## config.mk

```make
export PLATFORM = sky130hd
export DESIGN_NAME = transfer_ctrl_core
export DESIGN_NICKNAME = d
export VERILOG_FILES = /design/src/transfer_ctrl_pkg.sv /design/src/transfer_ctrl_core.sv
export SDC_FILE = /design/constraint.sdc
export NUM_CORES = 1
export LEC_CHECK = 0
export BUFFER_PORTS_ARGS = -buffer_cell sky130_fd_sc_hd__buf_2
export CAP_MARGIN = 20
export CORE_UTILIZATION = 35
export CTS_CLUSTER_SIZE = 8
export DETAILED_ROUTE_END_ITERATION = 16
export MAX_ROUTING_LAYER = met4
export PLACE_DENSITY_LB_ADDON = 0.15
export SLEW_MARGIN = 10
export SYNTH_ARGS = -nofsm -noshare
export SYNTH_HDL_FRONTEND = slang
export SYNTH_SLANG_ARGS = --single-unit
```

## constraint.sdc

```tcl
create_clock -name I_CORE_CLK -period 13.61 [get_ports I_CORE_CLK]
set_input_delay 1.361 -clock I_CORE_CLK [delete_from_list [all_inputs] [get_ports I_CORE_CLK]]
set_output_delay 1.361 -clock I_CORE_CLK [all_outputs]
set_load 0.03 [all_outputs]
```

## src/transfer_ctrl_pkg.sv

```systemverilog
package transfer_ctrl_pkg;
    localparam int          ADDR_W        = 24;
    localparam int          PADDR_W       = 8;
    localparam logic [7:0]  OFF_MSTOP     = 8'h00;
    localparam logic [7:0]  OFF_ENABLE    = 8'h04;
    localparam logic [7:0]  OFF_SWVEC     = 8'h08;
    localparam logic [7:0]  OFF_STATUS    = 8'h0C;
    localparam logic [7:0]  OFF_MASK      = 8'h10;
    localparam logic [7:0]  OFF_STATE     = 8'h14;
    localparam logic [15:0] MSTOP_RST     = 16'h3FFF;
    // High stop byte bit 6
    localparam int          MSTOP_TC_BIT  = 14;
    localparam int          SWV_EN_BIT    = 7;
    localparam logic [15:0] VEC_BASE      = 16'h0400;
    localparam logic [6:0]  VEC_SRC_FIRST = 7'h10;
    localparam logic [7:0]  DESC_BANK     = 8'hFF;
    localparam logic [2:0]  DESC_LAST     = 3'h5;
    localparam logic [23:0] DESC_BYTES    = 24'h00000C;
    localparam int          MRA_SM        = 6;
    localparam int          MRA_DM        = 4;
    localparam int          MRA_MODE      = 2;
    localparam int          MRA_DTS       = 1;
    localparam int          MRA_SZ        = 0;
    localparam int          MRB_CHAIN_ENABLE      = 7;
    localparam int          MRB_INTERRUPT_SELECT_BIT     = 6;
    localparam int          EV_DONE       = 0;
    localparam int          EV_SWCPU      = 1;
    localparam int          EV_CPU        = 2;
    localparam int          EV_W          = 3;

    typedef enum logic [1:0]
    {
        MODE_NORMAL = 2'b00,
        MODE_REPEAT = 2'b01,
        MODE_BLOCK  = 2'b10
    } mode_t;

    typedef enum logic [2:0]
    {
        ST_IDLE = 3'b000,
        ST_VEC  = 3'b001,
        ST_DESC = 3'b011,
        ST_RD   = 3'b010,
        ST_WR   = 3'b110,
        ST_WB   = 3'b111,
        ST_FIN  = 3'b101
    } state_t;
endpackage : transfer_ctrl_pkg

```

## src/transfer_ctrl_core.sv

```systemverilog
// What this block does
// RULE_01: Stop bit set halts the controller after the current bus cycle.
// RULE_02: Writing 1 to the stop bit is ignored while an activation runs.
// RULE_03: Stop register loads 3FFF on reset and hardware standby only.
// RULE_04: Each activation reads descriptor, moves data, writes descriptor back.
// RULE_05: Chain enable set continues with the next descriptor in one activation.
// RULE_06: 24-bit source and destination each step up, down or stay fixed.
// RULE_07: Normal mode moves one byte or word per request, 65,536 count.
// RULE_08: Repeat mode restores addresses and count after 1 to 256 transfers.
// RULE_09: Block mode moves a 1 to 256 unit block per request.
// RULE_10: Repeating block area sits on source or destination side, selectable.
// RULE_11: Start on an enabled interrupt or a software vector write.
// RULE_12: Interrupt goes to controller when enable bit is 1, else CPU.
// RULE_13: Flag or enable clearing only after the final transfer of a chain.
// RULE_14: Soft start clears its enable if continuing; else holds, CPU interrupt.
// RULE_15: Interrupt start continuing clears source flag, keeps enable bit.
// RULE_16: Select bit or count end clears enable, keeps flag, CPU interrupt.
// RULE_17: Routed interrupts start the controller regardless of CPU masking.
// RULE_18: Simultaneous requests are served in fixed priority order.
//
// Design decisions made here: the address map and register access over APB.
`timescale 1ns/1ps
module transfer_ctrl_core
#(
    parameter int N_SRC = 8
)
(
    input  wire logic                                I_CORE_CLK,
    input  wire logic                                I_RESET,
    input  wire logic                                I_CE,
    input  wire logic                                I_HW_STANDBY,
    input  wire logic                                I_PSEL,
    input  wire logic                                I_PENABLE,
    input  wire logic                                I_PWRITE,
    input  wire logic [transfer_ctrl_pkg::PADDR_W-1:0] I_PADDR,
    input  wire logic [31:0]                         I_PWDATA,
    output logic      [31:0]                         O_PRDATA,
    output logic                                     O_PREADY,
    output logic                                     O_PSLVERR,
    input  wire logic [N_SRC-1:0]                    I_INT_REQ,
    output logic      [N_SRC-1:0]                    O_CPU_INT,
    output logic      [N_SRC-1:0]                    O_SRC_CLR,
    output logic                                     O_MEM_REQ,
    output logic                                     O_MEM_WE,
    output logic                                     O_MEM_WORD,
    output logic      [transfer_ctrl_pkg::ADDR_W-1:0] O_MEM_ADDR,
    output logic      [15:0]                         O_MEM_WDATA,
    input  wire logic                                I_MEM_ACK,
    input  wire logic [15:0]                         I_MEM_RDATA,
    output logic                                     O_IRQ,
    output logic                                     O_BUSY
);
    import transfer_ctrl_pkg::*;

    localparam int SRC_W = (N_SRC > 1) ? $clog2(N_SRC) : 1;

    state_t           state;
    logic [15:0]      mstop;
    logic [N_SRC-1:0] enable;
    logic [7:0]       swvec;
    logic             swae_seen;
    logic             sw_pend;
    logic [EV_W-1:0]  status;
    logic [EV_W-1:0]  mask;
    logic [7:0]       mra;
    logic [7:0]       mrb;
    logic [23:0]      source_address;
    logic [23:0]      destination_address;
    logic [15:0]      cra;
    logic [15:0]      crb;
    logic [23:0]      desc_ptr;
    logic [2:0]       widx;
    logic [15:0]      dbuf;
    logic             sw_act;
    logic [SRC_W-1:0] src_idx;
    logic             fin_cpu;
    logic [N_SRC-1:0] en_clr;
    logic             swae_clr;
    logic [EV_W-1:0]  events;
    logic             acc;
    logic             wr_fire;
    logic             rd_fire;
    logic             hit;
    logic [31:0]      rd_val;
    logic             any_req;
    logic [SRC_W-1:0] pick;
    logic             stop_bit;
    logic             busy;
    logic [23:0]      delta;
    logic [23:0]      total;
    logic [8:0]       rep_cnt;
    logic [23:0]      sar_step;
    logic [23:0]      dar_step;
    logic             wrap;
    logic [15:0]      wb_word;
    logic [6:0]       vec_num;

    function automatic logic [23:0] step_addr(input logic [23:0] a,
                                              input logic [1:0]  md,
                                              input logic [23:0] d);
        if (md == 2'b10)
            return a + d;
        else if (md == 2'b11)
            return a - d;
        else
            return a;
    endfunction : step_addr

    assign stop_bit = mstop[MSTOP_TC_BIT];
    assign busy     = (state != ST_IDLE);
    assign acc      = I_PSEL && I_PENABLE;
    assign wr_fire  = acc && O_PREADY && I_PWRITE;
    assign rd_fire  = acc && O_PREADY && !I_PWRITE;

    always_comb
    begin
        hit    = 1'b1;
        rd_val = 32'h00000000;
        unique case (I_PADDR)
            OFF_MSTOP:  rd_val[15:0]       = mstop;
            OFF_ENABLE: rd_val[N_SRC-1:0]  = enable;
            OFF_SWVEC:  rd_val[7:0]        = swvec;
            OFF_STATUS: rd_val[EV_W-1:0]   = status;
            OFF_MASK:   rd_val[EV_W-1:0]   = mask;
            OFF_STATE:  rd_val[4:0]        = {stop_bit, busy, state};
            default:    hit                = 1'b0;
        endcase
    end

    // APB answer one cycle into the access phase
    always_ff @(posedge I_CORE_CLK)
    begin
        if (I_RESET)
        begin
            O_PREADY  <= 1'b0;
            O_PRDATA  <= 32'h00000000;
            O_PSLVERR <= 1'b0;
        end
        else if (I_CE)
        begin
            O_PREADY  <= acc && !O_PREADY;
            O_PSLVERR <= acc && !O_PREADY && !hit;
            if (acc && !O_PREADY)
                O_PRDATA <= rd_val;
        end
    end

    always_ff @(posedge I_CORE_CLK)
    begin
        if (I_RESET || I_HW_STANDBY)
            mstop <= MSTOP_RST; // RULE_03
        else if (I_CE && wr_fire && I_PADDR == OFF_MSTOP)
        begin
            mstop <= I_PWDATA[15:0];
            if (busy)
                mstop[MSTOP_TC_BIT] <= mstop[MSTOP_TC_BIT] & I_PWDATA[MSTOP_TC_BIT]; // RULE_02
        end
    end

    // Activation enables; a software write wins over a hardware clear
    always_ff @(posedge I_CORE_CLK)
    begin
        if (I_RESET || I_HW_STANDBY)
            enable <= '0;
        else if (I_CE)
        begin
            if (wr_fire && I_PADDR == OFF_ENABLE)
                enable <= I_PWDATA[N_SRC-1:0];
            else
                enable <= enable & ~en_clr; // RULE_16
        end
    end

    // Software vector: 1 always writable, 0 only after 1 was read
    always_ff @(posedge I_CORE_CLK)
    begin
        if (I_RESET || I_HW_STANDBY)
        begin
            swvec     <= 8'h00;
            swae_seen <= 1'b0;
            sw_pend   <= 1'b0;
        end
        else if (I_CE)
        begin
            if (swae_clr)
                swvec[SWV_EN_BIT] <= 1'b0; // RULE_14
            if (rd_fire && I_PADDR == OFF_SWVEC)
                swae_seen <= swvec[SWV_EN_BIT];
            if (wr_fire && I_PADDR == OFF_SWVEC)
            begin
                swvec[6:0] <= I_PWDATA[6:0];
                if (I_PWDATA[SWV_EN_BIT] || swae_seen)
                    swvec[SWV_EN_BIT] <= I_PWDATA[SWV_EN_BIT];
                sw_pend   <= I_PWDATA[SWV_EN_BIT]; // RULE_11
                swae_seen <= 1'b0;
            end
            else if (state == ST_IDLE && sw_pend && !stop_bit)
                sw_pend <= 1'b0;
        end
    end

    // Sticky status cleared by read; new events win
    always_ff @(posedge I_CORE_CLK)
    begin
        if (I_RESET)
        begin
            status <= '0;
            mask   <= '0;
            O_IRQ  <= 1'b0;
        end
        else if (I_CE)
        begin
            if (rd_fire && I_PADDR == OFF_STATUS)
                status <= events;
            else
                status <= status | events;
            if (wr_fire && I_PADDR == OFF_MASK)
                mask <= I_PWDATA[EV_W-1:0];
            O_IRQ <= |(status & mask);
        end
    end

    // Routing of each request to CPU or controller
    always_ff @(posedge I_CORE_CLK)
    begin
        if (I_RESET)
            O_CPU_INT <= '0;
        else if (I_CE)
            O_CPU_INT <= I_INT_REQ & ~enable; // RULE_12
    end

    // Fixed priority: lowest index first
    always_comb
    begin
        any_req = 1'b0;
        pick    = '0;
        for (int i = N_SRC - 1; i >= 0; i--)
        begin
            if (I_INT_REQ[i] && enable[i]) // RULE_17
            begin
                any_req = 1'b1;
                pick    = SRC_W'(i); // RULE_18
            end
        end
    end

    // Address stepping and repeat area restore
    always_comb
    begin
        delta    = mra[MRA_SZ] ? 24'h000002 : 24'h000001;
        rep_cnt  = (cra[15:8] == 8'h00) ? 9'h100 : {1'b0, cra[15:8]};
        total    = mra[MRA_SZ] ? {14'h0000, rep_cnt, 1'b0}
                               : {15'h0000, rep_cnt};
        wrap     = (mra[3:2] != MODE_NORMAL) && (cra[7:0] == 8'h01);
        sar_step = step_addr(source_address, mra[7:6], delta); // RULE_06
        dar_step = step_addr(destination_address, mra[5:4], delta); // RULE_06
        if (wrap && mra[MRA_DTS])
            sar_step = step_addr(sar_step, {mra[7], ~mra[6]}, total); // RULE_10
        if (wrap && !mra[MRA_DTS])
            dar_step = step_addr(dar_step, {mra[5], ~mra[4]}, total); // RULE_10
        vec_num  = VEC_SRC_FIRST + 7'(src_idx);
        if (sw_act)
            vec_num = swvec[6:0];
        unique case (widx)
            3'h0:    wb_word = {mra, source_address[23:16]};
            3'h1:    wb_word = source_address[15:0];
            3'h2:    wb_word = {mrb, destination_address[23:16]};
            3'h3:    wb_word = destination_address[15:0];
            3'h4:    wb_word = cra;
            default: wb_word = crb;
        endcase
    end

    // Activation sequencer and memory port
    always_ff @(posedge I_CORE_CLK)
    begin
        if (I_RESET)
        begin
            state       <= ST_IDLE;
            O_MEM_REQ   <= 1'b0;
            O_MEM_WE    <= 1'b0;
            O_MEM_WORD  <= 1'b0;
            O_MEM_ADDR  <= '0;
            O_MEM_WDATA <= 16'h0000;
            O_SRC_CLR   <= '0;
            O_BUSY      <= 1'b0;
            mra         <= 8'h00;
            mrb         <= 8'h00;
            source_address         <= '0;
            destination_address         <= '0;
            cra         <= 16'h0000;
            crb         <= 16'h0000;
            desc_ptr    <= '0;
            widx        <= 3'h0;
            dbuf        <= 16'h0000;
            sw_act      <= 1'b0;
            src_idx     <= '0;
            fin_cpu     <= 1'b0;
            en_clr      <= '0;
            swae_clr    <= 1'b0;
            events      <= '0;
        end
        else if (I_CE)
        begin
            O_SRC_CLR <= '0;
            en_clr    <= '0;
            swae_clr  <= 1'b0;
            events    <= '0;
            O_BUSY    <= (state != ST_IDLE) && (state != ST_FIN);
            if (O_MEM_REQ && I_MEM_ACK)
                O_MEM_REQ <= 1'b0;
            else if (!O_MEM_REQ && !stop_bit && state != ST_IDLE
                     && state != ST_FIN) // RULE_01
            begin
                O_MEM_REQ  <= 1'b1;
                O_MEM_WE   <= (state == ST_WR) || (state == ST_WB);
                O_MEM_WORD <= (state != ST_RD && state != ST_WR)
                              || mra[MRA_SZ];
                O_MEM_WDATA <= (state == ST_WR) ? dbuf : wb_word;
                unique case (state)
                    ST_VEC:  O_MEM_ADDR <= {8'h00,
                                 VEC_BASE + {8'h00, vec_num, 1'b0}};
                    ST_RD:   O_MEM_ADDR <= source_address;
                    ST_WR:   O_MEM_ADDR <= destination_address;
                    default: O_MEM_ADDR <= desc_ptr + {20'h00000, widx, 1'b0};
                endcase
            end
            unique case (state)
                ST_IDLE:
                begin
                    if (!stop_bit && sw_pend)
                    begin
                        sw_act <= 1'b1;
                        state  <= ST_VEC; // RULE_11
                    end
                    else if (!stop_bit && any_req)
                    begin
                        sw_act  <= 1'b0;
                        src_idx <= pick; // RULE_18
                        state   <= ST_VEC;
                    end
                end
                ST_VEC:
                begin
                    if (O_MEM_REQ && I_MEM_ACK)
                    begin
                        desc_ptr <= {DESC_BANK, I_MEM_RDATA};
                        widx     <= 3'h0;
                        state    <= ST_DESC; // RULE_04
                    end
                end
                ST_DESC:
                begin
                    if (O_MEM_REQ && I_MEM_ACK)
                    begin
                        unique case (widx)
                            3'h0:
                            begin
                                mra        <= I_MEM_RDATA[15:8];
                                source_address[23:16] <= I_MEM_RDATA[7:0];
                            end
                            3'h1:    source_address[15:0] <= I_MEM_RDATA;
                            3'h2:
                            begin
                                mrb        <= I_MEM_RDATA[15:8];
                                destination_address[23:16] <= I_MEM_RDATA[7:0];
                            end
                            3'h3:    destination_address[15:0] <= I_MEM_RDATA;
                            3'h4:    cra <= I_MEM_RDATA;
                            default: crb <= I_MEM_RDATA;
                        endcase
                        widx <= widx + 3'h1;
                        if (widx == DESC_LAST)
                            state <= ST_RD;
                    end
                end
                ST_RD:
                begin
                    if (O_MEM_REQ && I_MEM_ACK)
                    begin
                        dbuf  <= I_MEM_RDATA;
                        state <= ST_WR;
                    end
                end
                ST_WR:
                begin
                    if (O_MEM_REQ && I_MEM_ACK)
                    begin
                        source_address   <= sar_step;
                        destination_address   <= dar_step;
                        widx  <= 3'h0;
                        state <= ST_WB;
                        unique case (mra[3:2])
                            MODE_REPEAT:
                            begin
                                cra[7:0] <= wrap ? cra[15:8]
                                                 : cra[7:0] - 8'h01; // RULE_08
                                fin_cpu  <= mrb[MRB_INTERRUPT_SELECT_BIT];
                            end
                            MODE_BLOCK:
                            begin
                                cra[7:0] <= wrap ? cra[15:8]
                                                 : cra[7:0] - 8'h01;
                                if (wrap)
                                    crb <= crb - 16'h0001;
                                else
                                    state <= ST_RD; // RULE_09
                                fin_cpu <= mrb[MRB_INTERRUPT_SELECT_BIT]
                                           || (crb == 16'h0001);
                            end
                            default:
                            begin
                                cra     <= cra - 16'h0001; // RULE_07
                                fin_cpu <= mrb[MRB_INTERRUPT_SELECT_BIT]
                                           || (cra == 16'h0001);
                            end
                        endcase
                    end
                end
                ST_WB:
                begin
                    if (O_MEM_REQ && I_MEM_ACK)
                    begin
                        widx <= widx + 3'h1;
                        if (widx == DESC_LAST && mrb[MRB_CHAIN_ENABLE])
                        begin
                            desc_ptr <= desc_ptr + DESC_BYTES; // RULE_05
                            widx     <= 3'h0;
                            state    <= ST_DESC;
                        end
                        else if (widx == DESC_LAST)
                        begin
                            state            <= ST_FIN; // RULE_13
                            events[EV_DONE]  <= 1'b1;
                            if (sw_act && !fin_cpu)
                                swae_clr <= 1'b1; // RULE_14
                            else if (sw_act)
                                events[EV_SWCPU] <= 1'b1; // RULE_14
                            else if (!fin_cpu)
                                O_SRC_CLR[src_idx] <= 1'b1; // RULE_15
                            else
                            begin
                                en_clr[src_idx] <= 1'b1; // RULE_16
                                events[EV_CPU]  <= 1'b1;
                            end
                        end
                    end
                end
                ST_FIN:
                    state <= ST_IDLE;
                default:
                    state <= ST_IDLE;
            endcase
        end
    end
endmodule : transfer_ctrl_core

```

==> results.yml, run 1 <==
status:
  status: "finished clean"
pwr:
  ir_drop_v: 0.0000838
  total_leakage_power_nw: 7.60
  cellPowerDensity_nw_per_um2: 87.9
floorplan:
  core_um2: 53100
  die_y_um: 235
  i_o_pins: 167
  chipWidth_um: 235
  fp.dieArea_um2: 55200
  std_cell_rows: 84
  floorplan.initialDensity_pct: 35.8
sta:
  max_slew_margin_pct: 28.8
  hold_slack_ns: 0.448
  timing.final.setup_violations: 0
  finalHoldViolations: 0
  timing.final.max_slew_violations: 0
  worst_clock_skew_ns: 0.0194
  final_worst_path_period_share_pct: 39.6
  worstMarginPinSlew_ns: 1.06
  period_minus_ws_final_ns: 5.39
  tns_ns: 0
  rsz0062_at_grt: "false"
  clock.fmax_ghz: 0.185
worst_setup_path:
  worstPathArrival_ns: 5.81
  critPathRequiredTime_ns: 14.03
  critical_path.endpoint_type: "flip-flop"
  crit_path_start_kind: "flip-flop"
  criticalPathCategory: "flip-flop to flip-flop"
  depth_of_the_most_critical_reg_to_reg_path: 17
  worst-path-max-fanout: 11
logic_synthesis:
  synth.avg_cell_area_um2: 7.34
  seq_area_frac_synth_pct: 29.3
  yosysWarningCount: 0
  netlist_area_um2: 19000
  yosys_most_used_dff: "sky130_fd_sc_hd__dfxtp_1"
  synthesis.instances: 2587
  synth_cell_type_count: 91
  ff_latch_count_synth: 278
  number_of_flops_mapped_to_enable_cells_by_yosys: 0
  async_flop_share_pct: 0
route:
  drcViolationCount: 0
  final_antenna_net_count: 0
  detail_route.iter0.violations: 2471
  routed_wl_um: 77300
  route.vias.total: 19900
  post_drt_wl_per_cell_um: 23.6
  drt_pre_antenna_iters: 11
  vias_per_cell: 6.08
clock_tree:
  clk-insertion-delay-late_ns: 0.57
  cts.hold.buffers_added: 0
  tritoncts: "done"
  root_buffer: "sky130_fd_sc_hd__clkbuf_16"
  cts_num_sinks: 278
  cts_repair_resized_insts: 0
  clk_slew_on_worst_s_h_paths_ns: 0.05
  cts_post_setup_buffers_inserted: 0
  cts_made_buffers: 40
  cts-root-to-sink-buffers: 3
  ctsHtreeMaxLevel: 2
cells_and_area:
  final_layout_size_suffix_gt1_share_pct: 9.76
  layout_commonest_cell: "sky130_fd_sc_hd__nand2_1"
  area_growth_syn_to_layout_pct: 10.9
  nNetsFinal: 2736
  top_library_cells_by_usage_in_the_layout_fill_and_taps_aside: "sky130_fd_sc_hd__nand2_1 (347), sky130_fd_sc_hd__dfxtp_1 (277), sky130_fd_sc_hd__nor2_1 (274)"
  fillerInstances: 5507
placed_design:
  gpl.final_weighted_congestion: 0.972
  place.port_buffers: 134
  place_hpwl_um: 55900
global_route:
  grt_first_pass_wirelength_um: 115000
  globalRoute.totalOverflow: 0
  grt-busiest-layer: "met2"
  groute.layer.met3.usage_pct: 4.42
  grt_use_total_pct: 27.7
  gr-usage-met1_pct: 36.6
  number_of_antenna_violations_at_the_first_check_in_global_routing: 2
  first_global_vias: 18300
  met2_track_demand_over_resource_in_global_routing_pct: 42.7
  largest_net_degree_at_the_start_of_global_routing: 199
worst_hold_path:
  instance_count_along_the_most_critical_hold_path: 2
  min-delay-path-class: "flip-flop to flip-flop"
flow_run:
  drv_cap: 0
==> report_power, final <==
group          switching (mW)  total, mW  internal (mW)
logic                  0.0841      0.109         0.0246
registers             0.00455      0.826          0.822
clock network           0.379      0.916          0.537
total                   0.468       1.85           1.38
==> Yosys cell counts (27+ instances only) <==
cell type | number | area [um2]
sky130_fd_sc_hd__nand3_1 | 89 | 445
sky130_fd_sc_hd__a21oi_1 | 233 | 1170
sky130_fd_sc_hd__mux2i_1 | 51 | 510
sky130_fd_sc_hd__dfxtp_1 | 278 | 5570
sky130_fd_sc_hd__a31oi_1 | 31 | 194
sky130_fd_sc_hd__o21ai_0 | 139 | 696
sky130_fd_sc_hd__nand2_1 | 348 | 1310
sky130_fd_sc_hd__xnor2_1 | 67 | 587
sky130_fd_sc_hd__clkbuf_1 | 189 | 709
sky130_fd_sc_hd__inv_1 | 59 | 221
sky130_fd_sc_hd__ha_1 | 64 | 801
sky130_fd_sc_hd__a22oi_1 | 61 | 458
sky130_fd_sc_hd__nor3_1 | 84 | 420
sky130_fd_sc_hd__o211ai_1 | 40 | 300
sky130_fd_sc_hd__nor2_1 | 274 | 1030
sky130_fd_sc_hd__nor4_1 | 31 | 194
sky130_fd_sc_hd__nand4_1 | 27 | 169
sky130_fd_sc_hd__a211oi_1 | 39 | 293
sky130_fd_sc_hd__xor2_1 | 43 | 377
==> cells by family after synthesis <==
kind of cell    share of synthesized area [%]
xor+xnor                                 5.22
flops                                    29.3
mux                                      3.28
other cells                            0.0198
fa+ha+maj                                5.17
compound gates                           25.5
buf+inv                                  5.87
simple gates                             25.6
==> worst paths after layout <==
| kind | start | end | slack, ns |
|---|---|---|---|
| worst max-delay path | mra[0] | destination_address[23] | 8.22 |
| worst min-delay path | O_PRDATA[10] | O_PRDATA[10] | 0.45 |
| worst max register to register | mra[0] | destination_address[23] | 8.22 |
| worst min register to register | O_PRDATA[10] | O_PRDATA[10] | 0.45 |
==> area by class of cell <==
type,instances,area [um2],share of cell area (%)
multi-input combinational,2048,12400,58.8
sequential,278,5570,26.4
clock buffer,42,1040,4.94
timing repair buffer,164,936,4.44
tap,688,861,4.09
inverter,59,221,1.05
clock inverter,2,46.3,0.220
antenna,1,2.50,0.0119
==> metal layers <==
| layer | wire length [um] | share of wire [%] | vias up |
|---|---|---|---|
| met3 | 5980 | 7.7 | 156 |
| met1 | 33600 | 44 | 9642 |
| li1 | - | - | 9329 |
| met4 | 2820 | 3.7 | 0 |
| met2 | 34900 | 45 | 815 |
| met5 | 0 | 0 | - |
==> critical path: stages, from the launching register on <==
cell and delay [ns]:
sky130_fd_sc_hd__dfxtp_1 0.30, sky130_fd_sc_hd__inv_1 0.46, sky130_fd_sc_hd__ha_1 0.29, sky130_fd_sc_hd__inv_1 0.06, sky130_fd_sc_hd__fa_1 0.42, sky130_fd_sc_hd__or2_0 0.40
sky130_fd_sc_hd__nand2_1 0.18, sky130_fd_sc_hd__xor2_1 0.31, sky130_fd_sc_hd__ha_1 0.33, sky130_fd_sc_hd__a21oi_1 0.11, sky130_fd_sc_hd__a2111oi_0 0.61, sky130_fd_sc_hd__o31a_1 0.27
sky130_fd_sc_hd__o31ai_1 0.17, sky130_fd_sc_hd__nor4b_1 0.55, sky130_fd_sc_hd__nand2b_1 0.12, sky130_fd_sc_hd__o32ai_1 0.40, sky130_fd_sc_hd__a21boi_1 0.22, sky130_fd_sc_hd__nor3_1 0.05
==> through the flow <==
step / utilization (%) / total power [mW] / setup WS [ns] / cell area (um2) / cells
global route: 39.7 / 1.91 / 7.85 / 21100 / 3281
CTS: 39.6 / 1.86 / 8.29 / 21000 / 3276
detailed placement: 37.5 / 0.949 / 8.32 / 19900 / 3232
global placement: 37.5 / 0.948 / 8.27 / 19900 / 3232
finish: 39.7 / 1.85 / 8.22 / 21100 / 3282
floorplan: - / 0.903 / 8.65 / 19000 / 2602
==> state kept, by name, summed over array words and instances (netlist names), 16 cells and up <==
name and count:
desc_ptr 24, dbuf 16, destination_address 24, cra 16, crb 16, source_address 24, O_PRDATA 16, O_MEM_WDATA 16
mstop 16, O_MEM_ADDR 24
Note: power is estimated with default switching activity, not from simulation.
==> run 2, diff against run 1 <==
clock period = 4.5 ns   (was 13.61 ns; I/O delays follow)
==> run 2 against run 1 <==
Via count up 1.3%. Power rose to 3.0 times the previous value. Sequential share of layout area shrank 1.2 points. Largest cell class unchanged.
==> results.yml, run 2 (synthesized netlist as in run 1, its figures left out) <==
status:
  status: "finished clean"
cells_and_area:
  top_library_cells_by_usage_in_the_layout_fill_and_taps_aside: "sky130_fd_sc_hd__nand2_1 (346), sky130_fd_sc_hd__dfxtp_1 (276), sky130_fd_sc_hd__nor2_1 (273)"
  nNetsFinal: 2829
  sequential_cell_area_um2: 5570
  post-route-util_pct: 41.6
  fin_cells: 3382
  area_growth_syn_to_layout_pct: 16.3
  fillerInstances: 5556
  multi_input_comb_area_um2: 12700
  final_layout_size_suffix_gt1_share_pct: 14.6
  layout_commonest_cell: "sky130_fd_sc_hd__nand2_1"
worst_setup_path:
  worst-path-max-fanout: 7
  timing.critical_path.max_delay_family: "simple AND/OR/NAND/NOR gates"
  criticalPathCategory: "flip-flop to flip-flop"
  critPathRequiredTime_ns: 4.92
  worstSetupPathDepth: 16
  crit_slowest_cell: "sky130_fd_sc_hd__or4_4"
  crit_path_start_kind: "flip-flop"
  worstPathCellList: "clkinvlp_4 > buf_6 > ha_2 > inv_1 > fa_1 > nand3b_1 > buf_4 > or4_4 > o22ai_4 > xor2_4 > or4b_4 > nor4_1 > a31oi_2 > or3_1 > a21oi_1 > o41ai_2"
  depth_of_the_most_critical_reg_to_reg_path: 16
  worstPathArrival_ns: 4.76
  worst_path_largest_cell_delay_ns: 0.58
  setup.worst_path.start: "mra[0]"
  reg_to_reg_setup_timing_slack_ns: 0.16
  worst_r2r_startpoint: "mra[0]"
  cp.buffers_inverters: 4
  critical_path.endpoint_type: "flip-flop"
route:
  drcViolationCount: 0
  route.vias.total: 20200
  detail_route.iter0.violations: 2004
  post_drt_wl_per_cell_um: 23.5
  drt_pre_antenna_iters: 7
  routed_wl_um: 79500
  vias_per_cell: 5.98
  final_antenna_net_count: 0
global_route:
  grt_first_pass_wirelength_um: 119000
  grt_use_total_pct: 28.6
  first_global_vias: 18900
  globalRoute.totalOverflow: 0
  largest_net_degree_at_the_start_of_global_routing: 117
  number_of_antenna_violations_at_the_first_check_in_global_routing: 1
clock_tree:
  cts.hold.buffers_added: 0
  clk_slew_on_worst_s_h_paths_ns: 0.05
  root_buffer: "sky130_fd_sc_hd__clkbuf_16"
  cts_post_setup_buffers_inserted: 0
  cts_num_sinks: 278
  ctsHtreeMaxLevel: 2
  tritoncts: "done"
  clk-insertion-delay-late_ns: 0.56
  cts-root-to-sink-buffers: 3
  cts_made_buffers: 41
worst_hold_path:
  instance_count_along_the_most_critical_hold_path: 3
  hold_path.startpoint: "I_PWDATA[12]"
  min-delay-path-class: "input port to flip-flop"
placed_design:
  gpl.final_weighted_congestion: 0.984
  place_worst_setup_slack_ns: -0.142
  place_hpwl_um: 58700
  place.port_buffers: 134
  placed_cells_incl_taps: 3327
pwr:
  power_switching_mw: 1.42
  p_clk_share_pct: 49.8
  cellPowerDensity_nw_per_um2: 255
  total_leakage_power_nw: 8.15
  p_seq_share_pct: 44.4
  ir_drop_v: 0.000254
  p_comb_share_pct: 5.8
  sw_frac_of_total_pct: 25.2
  internal-power_mw: 4.22
floorplan:
  floorplan.initialDensity_pct: 35.8
  std_cell_rows: 84
  core_um2: 53100
  die_y_um: 235
  fp.dieArea_um2: 55200
  i_o_pins: 167
  chipWidth_um: 235
sta:
  worst_clock_skew_ns: 0.0125
  finalHoldViolations: 0
  period_minus_ws_final_ns: 4.34
  final_worst_path_period_share_pct: 96.5
  rsz0062_at_grt: "true"
  max_slew_margin_pct: 15.7
  finalWorstSetupSlack_ns: 0.159
  timing.final.max_slew_violations: 0
  timing.final.setup_violations: 0
  worstMarginPinSlew_ns: 1.26
  hold_slack_ns: 0.104
  clock.fmax_ghz: 0.230
flow_run:
  drv_cap: 0
## run 2: final cells by class
cell class / count / area share (%)
multi-input cells: 2048 / 57.5
flip-flops and latches: 278 / 25.2
repair buffers: 256 / 7.29
clock buffers: 46 / 4.83
well taps: 688 / 3.90
inverters: 59 / 1.02
clock inverters: 3 / 0.215
diodes: 4 / 0.0453
## run 2: per-stage QoR
stage | area, um2 | TNS (ns) | power (mW)
floorplan | 19100 | 0 | 2.73
global placement | 20600 | -0.148 | 2.87
detailed placement | 20600 | -0.142 | 2.87
CTS | 21800 | 0 | 5.67
global route | 22100 | -0.129 | 5.78
finish | 22100 | 0 | 5.63
## run 2: timing repair
item / 4_1_cts / 5_1_grt
endpoints found under the hold margin: 0 / 0
gates resized for setup: 2 / 63
pin swaps: 0 / 12
endpoints found under the setup margin: 1 / 27
## run 2: final timing paths
kind                                      endpoint
worst min register to register             dbuf[0]
worst max register to register  source_address[18]
worst max-delay path            source_address[18]
worst min-delay path                     mstop[12]
## run 2: worst register-to-register path: cells and delay by family (launching register included)
kind	cells	cell delay [ns]
AO/OA/AOI/OAI	4	0.60
adder cells (fa/ha/maj)	2	0.54
buffers and inverters	4	0.53
AND/OR/NAND/NOR	5	2.06
flip-flops	1	0.33
XOR/XNOR	1	0.16
## run 2: layer usage
layer  routed length, um  vias to the layer above  track usage [%]
met5                   0                        -                -
met4                2790                        0             9.61
met3                5030                      147             3.37
met2               36400                      746             45.2
met1               35300                     9799             37.8
li1                    -                     9517                -
## run 2: power groups by stage
| stage | clock, mW | combinational, mW | sequential [mW] |
|---|---|---|---|
| floorplan | 0 | 0.148 | 2.58 |
| finish | 2.80 | 0.329 | 2.50 |
| CTS | 2.85 | 0.324 | 2.50 |
| global route | 2.93 | 0.344 | 2.50 |
| global placement | 0 | 0.323 | 2.55 |
| detailed placement | 0 | 0.323 | 2.55 |
